`config.mk`:
```
export PLATFORM = sky130hd
export DESIGN_NAME = bmi_interp
export DESIGN_NICKNAME = d
export VERILOG_FILES = /design/src/verilog/bmi_pkg.sv /design/src/verilog/bmi_byte_store.sv /design/src/verilog/bmi_interp.sv
export SDC_FILE = /design/constraint.sdc
export NUM_CORES = 1
export LEC_CHECK = 0
export ABC_AREA = 1
export BUFFER_PORTS_ARGS = -buffer_cell sky130_fd_sc_hd__buf_4
export CORE_AREA = 2 2 482 341
export CTS_BUF_LIST = sky130_fd_sc_hd__clkbuf_16
export DETAILED_ROUTE_END_ITERATION = 10
export DIE_AREA = 0 0 484 343
export PLACE_DENSITY = 0.48
export SYNTH_ARGS = -nofsm -noshare
export SYNTH_HDL_FRONTEND = slang
export SYNTH_SLANG_ARGS = --single-unit
```
`constraint.sdc`:
```
create_clock -name clk_in -period 5.5 [get_ports clk_in]
set_input_delay 0.825 -clock clk_in [delete_from_list [all_inputs] [get_ports clk_in]]
set_output_delay 0.825 -clock clk_in [all_outputs]
set_load 0.05 [all_outputs]
```
`src/verilog/bmi_pkg.sv`:
```
// Constants, types and encodings shared by the bus message interpreter.
// Assumes a byte-level listener/talker handshake layer outside the block.
package bmi_pkg;
  localparam logic [6:0] BMI_DEPTH = 7'h40;
  localparam logic [4:0] BMI_ADDR_MAX = 5'h1E;
  localparam logic [7:0] BMI_LISTEN_BASE = 8'h20;
  localparam logic [7:0] BMI_TALK_BASE = 8'h40;
  localparam logic [7:0] BMI_TALK_TOP = 8'h5F;
  localparam logic [7:0] BMI_UNL = 8'h3F;
  localparam logic [7:0] BMI_LF = 8'h0A;
  localparam logic [7:0] BMI_SEMI = 8'h3B;
  localparam logic [7:0] BMI_QMARK = 8'h3F;
  localparam logic [7:0] BMI_SPACE = 8'h20;
  localparam logic [7:0] BMI_FILL = 8'hFF;
  localparam logic [7:0] BMI_ZERO_CHAR = 8'h30;
  localparam logic [39:0] BMI_EVENT_NAME = 40'h4556454E54;
  localparam logic [2:0] BMI_NAME_LEN = 3'h5;
  localparam logic [6:0] BMI_EV_NONE = 7'h00;
  localparam logic [6:0] BMI_EV_LOCKED = 7'h15;
  localparam logic [6:0] BMI_EV_OVERRUN = 7'h16;

  typedef struct packed {
    logic [7:0] data;
    logic eoi;
    logic atn;
  } bmi_rx_s;

  typedef struct packed {
    logic [7:0] data;
    logic eoi;
  } bmi_tx_s;

  typedef struct packed {
    logic [7:0] data;
    logic query;
  } bmi_cmd_s;

  typedef enum logic [4:0] {
    S_IDLE = 5'b00001,
    S_SCAN = 5'b00010,
    S_DECIDE = 5'b00100,
    S_RUN = 5'b01000,
    S_EVANS = 5'b10000
  } bmi_state_e;
endpackage
```
`src/verilog/bmi_byte_store.sv`:
```
// Flip-flop byte storage with one write port and one combinational read.
// Assumes the caller keeps the write index inside the depth.
`timescale 1ns/1ps
module bmi_byte_store
  import bmi_pkg::*;
(
  input wire logic clk_in,
  input wire logic we_in,
  input wire logic [5:0] waddr_in,
  input wire logic [7:0] wdata_in,
  input wire logic [5:0] raddr_in,
  output logic [7:0] rdata_out
);
  logic [7:0] mem_q [64];
  logic [7:0] mem_d [64];

  always_comb begin
    mem_d = mem_q;
    if (we_in) begin
      mem_d[waddr_in] = wdata_in;
    end
  end

  always_ff @(posedge clk_in) begin
    mem_q <= mem_d;
  end

  assign rdata_out = mem_q[raddr_in];
endmodule // bmi_byte_store

```
`src/verilog/bmi_interp.sv`:
```
// Bus message interpreter: addressing, message split, ordered execution, answers.
// Assumes a handshake layer delivering bus bytes and an instrument that executes units.
// Contract
// - Listen address is primary address plus 32
// - Talk address is primary address plus 64
// - Switch address limited to 00 through 30
// - Execute message only after EOI or LF
// - Without REN refuse setting-altering commands
// - Queries evaluated in sequence within message
// - Several query answers returned in order
// - Name followed by question mark is query
// - Nothing pending: send all-ones byte with EOI
// - Settings-learn answer covers every programmable function
// - Settings-learn answer is accepted as input
// - Event query reports specific service cause
// - Help query lists commands alphabetically; the interpreter passes it to the instrument like any other query
// - Semicolon-separated commands executed in order
`timescale 1ns/1ps
module bmi_interp
  import bmi_pkg::*;
(
  input wire logic clk_in,
  input wire logic srst_in,
  input wire logic [4:0] addr_sw_in,
  input wire logic ren_in,
  input wire logic rx_valid_in,
  input wire bmi_rx_s rx_in,
  output logic rx_ready_out,
  output logic listen_out,
  output logic talk_out,
  output logic cmd_valid_out,
  output bmi_cmd_s cmd_out,
  output logic cmd_end_out,
  input wire logic cls_alters_in,
  output logic exec_out,
  input wire logic ans_valid_in,
  input wire logic [7:0] ans_byte_in,
  input wire logic done_in,
  output logic tx_valid_out,
  output bmi_tx_s tx_out,
  input wire logic tx_ready_in,
  output logic srq_out,
  output logic [6:0] event_code_out
);
  function automatic logic [7:0] bmi_addr(input logic [7:0] base, input logic [4:0] sw);
    logic [4:0] pa;
    pa = (sw > BMI_ADDR_MAX) ? BMI_ADDR_MAX : sw;
    return base + {3'h0, pa};
  endfunction

  function automatic logic [7:0] bmi_upper(input logic [7:0] c);
    return (c >= 8'h61 && c <= 8'h7A) ? c - 8'h20 : c;
  endfunction

  bmi_state_e state_q, state_d;
  logic listen_q, listen_d, talk_q, talk_d, rx_ready_q, rx_ready_d;
  logic [6:0] in_cnt_q, in_cnt_d, scan_q, scan_d, ulen_q, ulen_d;
  logic [6:0] out_cnt_q, out_cnt_d, tx_idx_q, tx_idx_d;
  logic qry_q, qry_d, dig_q, dig_d, spoke_q, spoke_d, from_buf_q, from_buf_d;
  logic [39:0] name_q, name_d;
  logic [2:0] name_n_q, name_n_d;
  logic cmd_valid_q, cmd_valid_d, end_q, end_d, exec_q, exec_d;
  bmi_cmd_s cmd_q, cmd_d;
  bmi_tx_s tx_q, tx_d;
  logic tx_valid_q, tx_valid_d, srq_q, srq_d;
  logic [6:0] ev_q, ev_d;
  logic in_we, out_we, take, data_take, term;
  logic [7:0] in_rd, out_rd, out_wdata, rx_byte;

  assign take = rx_valid_in && (rx_in.atn || rx_ready_q);
  assign data_take = take && !rx_in.atn && listen_q;
  assign term = data_take && (rx_in.eoi || rx_in.data == BMI_LF);
  assign rx_byte = bmi_upper(in_rd);

  bmi_byte_store u_in_store (
    .clk_in(clk_in),
    .we_in(in_we),
    .waddr_in(in_cnt_q[5:0]),
    .wdata_in(rx_in.data),
    .raddr_in(scan_q[5:0]),
    .rdata_out(in_rd)
  );

  bmi_byte_store u_out_store (
    .clk_in(clk_in),
    .we_in(out_we),
    .waddr_in(out_cnt_q[5:0]),
    .wdata_in(out_wdata),
    .raddr_in(tx_idx_q[5:0]),
    .rdata_out(out_rd)
  );

  always_comb begin
    state_d = state_q;
    listen_d = listen_q;
    talk_d = talk_q;
    in_cnt_d = in_cnt_q;
    scan_d = scan_q;
    ulen_d = ulen_q;
    qry_d = qry_q;
    name_d = name_q;
    name_n_d = name_n_q;
    dig_d = dig_q;
    out_cnt_d = out_cnt_q;
    tx_idx_d = tx_idx_q;
    tx_valid_d = tx_valid_q;
    tx_d = tx_q;
    spoke_d = spoke_q && talk_q;
    from_buf_d = from_buf_q;
    cmd_valid_d = 1'b0;
    cmd_d = cmd_q;
    end_d = 1'b0;
    exec_d = 1'b0;
    srq_d = srq_q;
    ev_d = ev_q;
    in_we = 1'b0;
    out_we = 1'b0;
    out_wdata = BMI_SEMI;
    if (take && rx_in.atn) begin
      if (rx_in.data == bmi_addr(BMI_LISTEN_BASE, addr_sw_in)) begin
        listen_d = 1'b1;
      end else if (rx_in.data == BMI_UNL) begin
        listen_d = 1'b0;
      end
      if (rx_in.data == bmi_addr(BMI_TALK_BASE, addr_sw_in)) begin
        talk_d = 1'b1;
      end else if (rx_in.data >= BMI_TALK_BASE && rx_in.data <= BMI_TALK_TOP) begin
        talk_d = 1'b0;
      end
    end
    // Fresh input discards answers nobody collected, so stale replies never leak out.
    if (data_take && in_cnt_q == 7'h00) begin
      out_cnt_d = 7'h00;
      tx_idx_d = 7'h00;
    end
    if (data_take && rx_in.data != BMI_LF) begin
      if (in_cnt_q < BMI_DEPTH) begin
        in_we = 1'b1;
        in_cnt_d = in_cnt_q + 7'h01;
      end else begin
        ev_d = BMI_EV_OVERRUN;
        srq_d = 1'b1;
      end
    end
    case (state_q)
      S_IDLE: begin
        if (term) begin
          state_d = S_SCAN;
          scan_d = 7'h00;
        end
      end
      S_SCAN: begin
        if (scan_q == in_cnt_q || in_rd == BMI_SEMI) begin
          if (scan_q != in_cnt_q) begin
            scan_d = scan_q + 7'h01;
          end
          if (ulen_q != 7'h00) begin
            end_d = 1'b1;
            cmd_d.query = qry_q;
            state_d = S_DECIDE;
          end else if (scan_q == in_cnt_q) begin
            state_d = S_IDLE;
            in_cnt_d = 7'h00;
          end
        end else begin
          scan_d = scan_q + 7'h01;
          ulen_d = ulen_q + 7'h01;
          cmd_valid_d = 1'b1;
          cmd_d.data = in_rd;
          cmd_d.query = 1'b0;
          if (in_rd != BMI_SPACE) begin
            qry_d = (in_rd == BMI_QMARK);
            if (name_n_q < BMI_NAME_LEN && in_rd != BMI_QMARK) begin
              name_d = {name_q[31:0], rx_byte};
              name_n_d = name_n_q + 3'h1;
            end
          end
        end
      end
      S_DECIDE: begin
        ulen_d = 7'h00;
        qry_d = 1'b0;
        name_d = 40'h0;
        name_n_d = 3'h0;
        if (qry_q && out_cnt_q != 7'h00 && out_cnt_q < BMI_DEPTH) begin
          out_we = 1'b1;
          out_cnt_d = out_cnt_q + 7'h01;
        end
        if (qry_q && name_n_q == BMI_NAME_LEN && name_q == BMI_EVENT_NAME) begin
          state_d = S_EVANS;
          dig_d = 1'b0;
        end else if (!qry_q && !ren_in && cls_alters_in) begin
          state_d = S_SCAN;
          ev_d = BMI_EV_LOCKED;
          srq_d = 1'b1;
        end else begin
          exec_d = 1'b1;
          state_d = S_RUN;
        end
      end
      S_RUN: begin
        if (ans_valid_in && out_cnt_q < BMI_DEPTH) begin
          out_we = 1'b1;
          out_wdata = ans_byte_in;
          out_cnt_d = out_cnt_q + 7'h01;
        end
        if (done_in) begin
          state_d = S_SCAN;
        end
      end
      S_EVANS: begin
        out_wdata = BMI_ZERO_CHAR + {1'b0, dig_q ? ev_q % 7'h0A : ev_q / 7'h0A};
        if (out_cnt_q < BMI_DEPTH) begin
          out_we = 1'b1;
          out_cnt_d = out_cnt_q + 7'h01;
        end
        dig_d = 1'b1;
        if (dig_q) begin
          state_d = S_SCAN;
          ev_d = BMI_EV_NONE;
          srq_d = 1'b0;
        end
      end
      default: begin
        state_d = S_IDLE;
      end
    endcase
    if (tx_valid_q && tx_ready_in) begin
      tx_valid_d = 1'b0;
      if (tx_q.eoi) begin
        spoke_d = 1'b1;
        if (from_buf_q) begin
          out_cnt_d = 7'h00;
          tx_idx_d = 7'h00;
        end
      end else begin
        tx_idx_d = tx_idx_q + 7'h01;
      end
    end else if (talk_q && !tx_valid_q && !spoke_q && state_q == S_IDLE) begin
      tx_valid_d = 1'b1;
      if (out_cnt_q > tx_idx_q) begin
        tx_d.data = out_rd;
        tx_d.eoi = (tx_idx_q + 7'h01 == out_cnt_q);
        from_buf_d = 1'b1;
      end else begin
        tx_d.data = BMI_FILL;
        tx_d.eoi = 1'b1;
        from_buf_d = 1'b0;
      end
    end
    rx_ready_d = (state_d == S_IDLE);
  end

  always_ff @(posedge clk_in) begin
    if (srst_in) begin
      state_q <= S_IDLE;
      listen_q <= 1'b0;
      talk_q <= 1'b0;
      rx_ready_q <= 1'b0;
      in_cnt_q <= 7'h00;
      scan_q <= 7'h00;
      ulen_q <= 7'h00;
      qry_q <= 1'b0;
      name_q <= 40'h0;
      name_n_q <= 3'h0;
      dig_q <= 1'b0;
      out_cnt_q <= 7'h00;
      tx_idx_q <= 7'h00;
      tx_valid_q <= 1'b0;
      tx_q <= '0;
      spoke_q <= 1'b0;
      from_buf_q <= 1'b0;
      cmd_valid_q <= 1'b0;
      cmd_q <= '0;
      end_q <= 1'b0;
      exec_q <= 1'b0;
      srq_q <= 1'b0;
      ev_q <= BMI_EV_NONE;
    end else begin
      state_q <= state_d;
      listen_q <= listen_d;
      talk_q <= talk_d;
      rx_ready_q <= rx_ready_d;
      in_cnt_q <= in_cnt_d;
      scan_q <= scan_d;
      ulen_q <= ulen_d;
      qry_q <= qry_d;
      name_q <= name_d;
      name_n_q <= name_n_d;
      dig_q <= dig_d;
      out_cnt_q <= out_cnt_d;
      tx_idx_q <= tx_idx_d;
      tx_valid_q <= tx_valid_d;
      tx_q <= tx_d;
      spoke_q <= spoke_d;
      from_buf_q <= from_buf_d;
      cmd_valid_q <= cmd_valid_d;
      cmd_q <= cmd_d;
      end_q <= end_d;
      exec_q <= exec_d;
      srq_q <= srq_d;
      ev_q <= ev_d;
    end
  end

  assign rx_ready_out = rx_ready_q;
  assign listen_out = listen_q;
  assign talk_out = talk_q;
  assign cmd_valid_out = cmd_valid_q;
  assign cmd_out = cmd_q;
  assign cmd_end_out = end_q;
  assign exec_out = exec_q;
  assign tx_valid_out = tx_valid_q;
  assign tx_out = tx_q;
  assign srq_out = srq_q;
  assign event_code_out = ev_q;
endmodule // bmi_interp

```
==> metrics.txt <==
CTS Buf Count 116; Leak 0.0206 uW; Synth Flop Type edfxtp_1; Post-Syn Area 0.0481 mm^2; Iter 0 DRT Violations 3639; post-synthesis mux area share 0%; Setup-failing EPs final 0; Synth Area in Simple Gates 16.8%; Avg Cell Area, Syn 10.7 um^2; Worst Tran Pin Value 1280 ps; CTS tree done; RSZ-0062 raised after global routing no; cell taking the most area after synthesis edfxtp_1; GRT Total Usage 16.8%; largest family of logic cells by synthesized area simple AND/OR/NAND/NOR gates; Layout area overhead 14.1%; DR vias/cell 4.87; Compound-Gate Fraction of Synth Area 8.72%; Final Util 34.0%; die area 0.166 mm^2; PD cells 320 mW/mm^2; row count 124; maximum VDD drop 0.284 mV; crit path capture type register; top cells by area, synth edfxtp_1, nand2_1, nor2_1, dfxtp_1, o21ai_0; initial antenna violation count 3; pin count of the biggest net entering global routing 190; fin nets 4613; Overflow after GRT 0; Core Region 0.162 mm^2; Post-Place Setup Slack 1240 ps; clk sink count 1144; Cells after Synth 4492; post-DP HPWL 86100 um; sequential power share 53.5%; EDFF count, synth 1024; worst path arrival time 4860 ps; Initial Util 29.8%; Slew headroom 14.5%; Post-DRT Antenna Nets 0; overall die height 343 um; outcome finished clean; Tcrit/Tclk final 77.9%; synth unique cells 47; clock share of power 43.1%; Overall Power 17600 uW; DR vias 33.1k; post-cts hold buffer count 0; FFs w/ async S/R, synth 0%; max-slew violation count 0; f_max 233 MHz; Fin Setup TNS 0 ps; I/O Pins 64; CP Launch Type register; final hold violation count 0; warnings from Yosys 0; Max-Cap Viols 0; Post-CTS Setup Bufs 0; share of layout cells above drive strength 1 8.58%; cells resized by post-CTS repair 0; first-pass GRT wire length 210000 um; Sw Share 22.3%; chip width 484 um; Req. time, crit path 6070 ps; most instantiated cells after synthesis edfxtp_1, nand2_1, nor2_1, o21ai_0, inv_1; min cycle time layout 4290 ps; skew final 71.1 ps; router iterations before antenna repair 5; latest clock arrival within the worst-skew pair 760 ps; min-delay worst type in -> reg; synthesized-area fraction occupied by adder cells 0.520%; Fin Hold WS 436 ps; combinational share of power 3.4%; deepest clock path buffer count 3; number of global-route vias before repair 31.0k; most common cell in the netlist edfxtp_1; Buffers on Ports 63; FF+latch count, synth 1144; Final GP Congestion 0.822; drt drc 0; r2r setup slk 1210 ps; htree depth 3; final setup margin 1210 ps; CP max FO 38; sequential-to-total area share from yosys stat 68.9%; clock root cell clkbuf_16; Cell Int Power 13600 uW; share of the synthesized area in the top cell type 63.9%; WL/cell 20.9 um; Synth Area in XOR/XNOR 0.328%; Crit Path Class reg -> reg; final WL 142000 um; Worst-path clk slew 60 ps; NetSw 3920 uW
## metal layers
layer	vias to the layer above	wire length, um	track usage [%]
met5	-	0	0
met4	0	3690	4.88
met3	185	10300	3.07
met2	1021	57100	23.1
met1	16219	71000	26.4
li1	15682	-	-
## path summary, 6_finish.rpt
path              start         end  cells after the start
max           scan_q[2]   name_q[7]                     18
min             done_in  state_q[3]                      4
max reg2reg   scan_q[2]   name_q[7]                     18
min reg2reg  name_q[36]  name_q[36]                      2
## worst max-delay path, cell delays in order, from the launching register on
cell,delay (ps)
dfxtp_1,330
buf_4,460
inv_1,460
buf_4,360
nand3_1,160
nand3_1,260
nand3_1,180
nand3_1,140
nand2_1,190
inv_1,150
nand2_1,80
nor2_1,40
nand3_1,170
nand3_2,410
buf_4,390
nand2_1,90
inv_1,40
nor2_1,90
nor2_1,40
## logic make-up after synthesis
group	count (synthesis)
simple gates	1988
flops	1144
compound gates	769
buf+inv	552
fa+ha+maj	20
xor+xnor	18
other cells	1
## registers in the layout, indices dropped and copies added, names as in the netlist, 3 cells and up
register	cells
state_q	5
out_cnt_q	7
name_q	40
tx_idx_q	7
tx_out	9
in_cnt_q	7
scan_q	7
u_in_store.mem_q	512
name_n_q	3
event_code_out	7
ulen_q	7
cmd_out	9
u_out_store.mem_q	512
## power by group through the flow
stage | registers [uW] | logic [uW] | clock network [uW]
2_1_floorplan | 9580 | 352 | 0
3_3_place_gp | 9580 | 598 | 0
3_5_place_dp | 9580 | 599 | 0
4_1_cts | 9390 | 600 | 7730
5_1_grt | 9390 | 665 | 8050
6_report | 9400 | 595 | 7570
## through the flow
stage / cell area (um^2) / std cells
2_1_floorplan: 48100 / 4493
3_5_place_dp: 51300 / 6586
4_1_cts: 54900 / 6804
6_report: 54900 / 6805
3_3_place_gp: 51300 / 6586
5_1_grt: 54900 / 6804
## layout by cell type, fill, tap and decap left out, drive strengths merged
cell type,count
edfxtp,1024
nand2,887
nor2,736
o21ai,447
inv,346
nand3,285
buf,199
o22ai,156
dfxtp,120
clkbuf,118
a21oi,113
clkinv,52
nand4,26
o211ai,20
ha,20
nor3,17
nor4,16
xor2,12
or2,9
nor3b,7
o32ai,7
xnor2,6
a211oi,6
o21bai,6
bufinv,5
o221ai,4
o21a,3
nand3b,3
a31oi,2
conb,2
diode,1
a22o,1
and3,1
a21boi,1
nor4b,1
o311ai,1
o221a,1
a32oi,1
clkinvlp,1
## layout make-up
type | count | area, um^2
clock inverters | 100 | 633
clock buffers | 118 | 2950
repair buffers | 199 | 1570
multi-input cells | 2797 | 12800
flip-flops and latches | 1144 | 33200
inverters | 304 | 1150
fillers | 16369 | 107000
diodes | 1 | 2.50
well taps | 2142 | 2680
No activity file was read; power rests on OpenSTA's default activity.
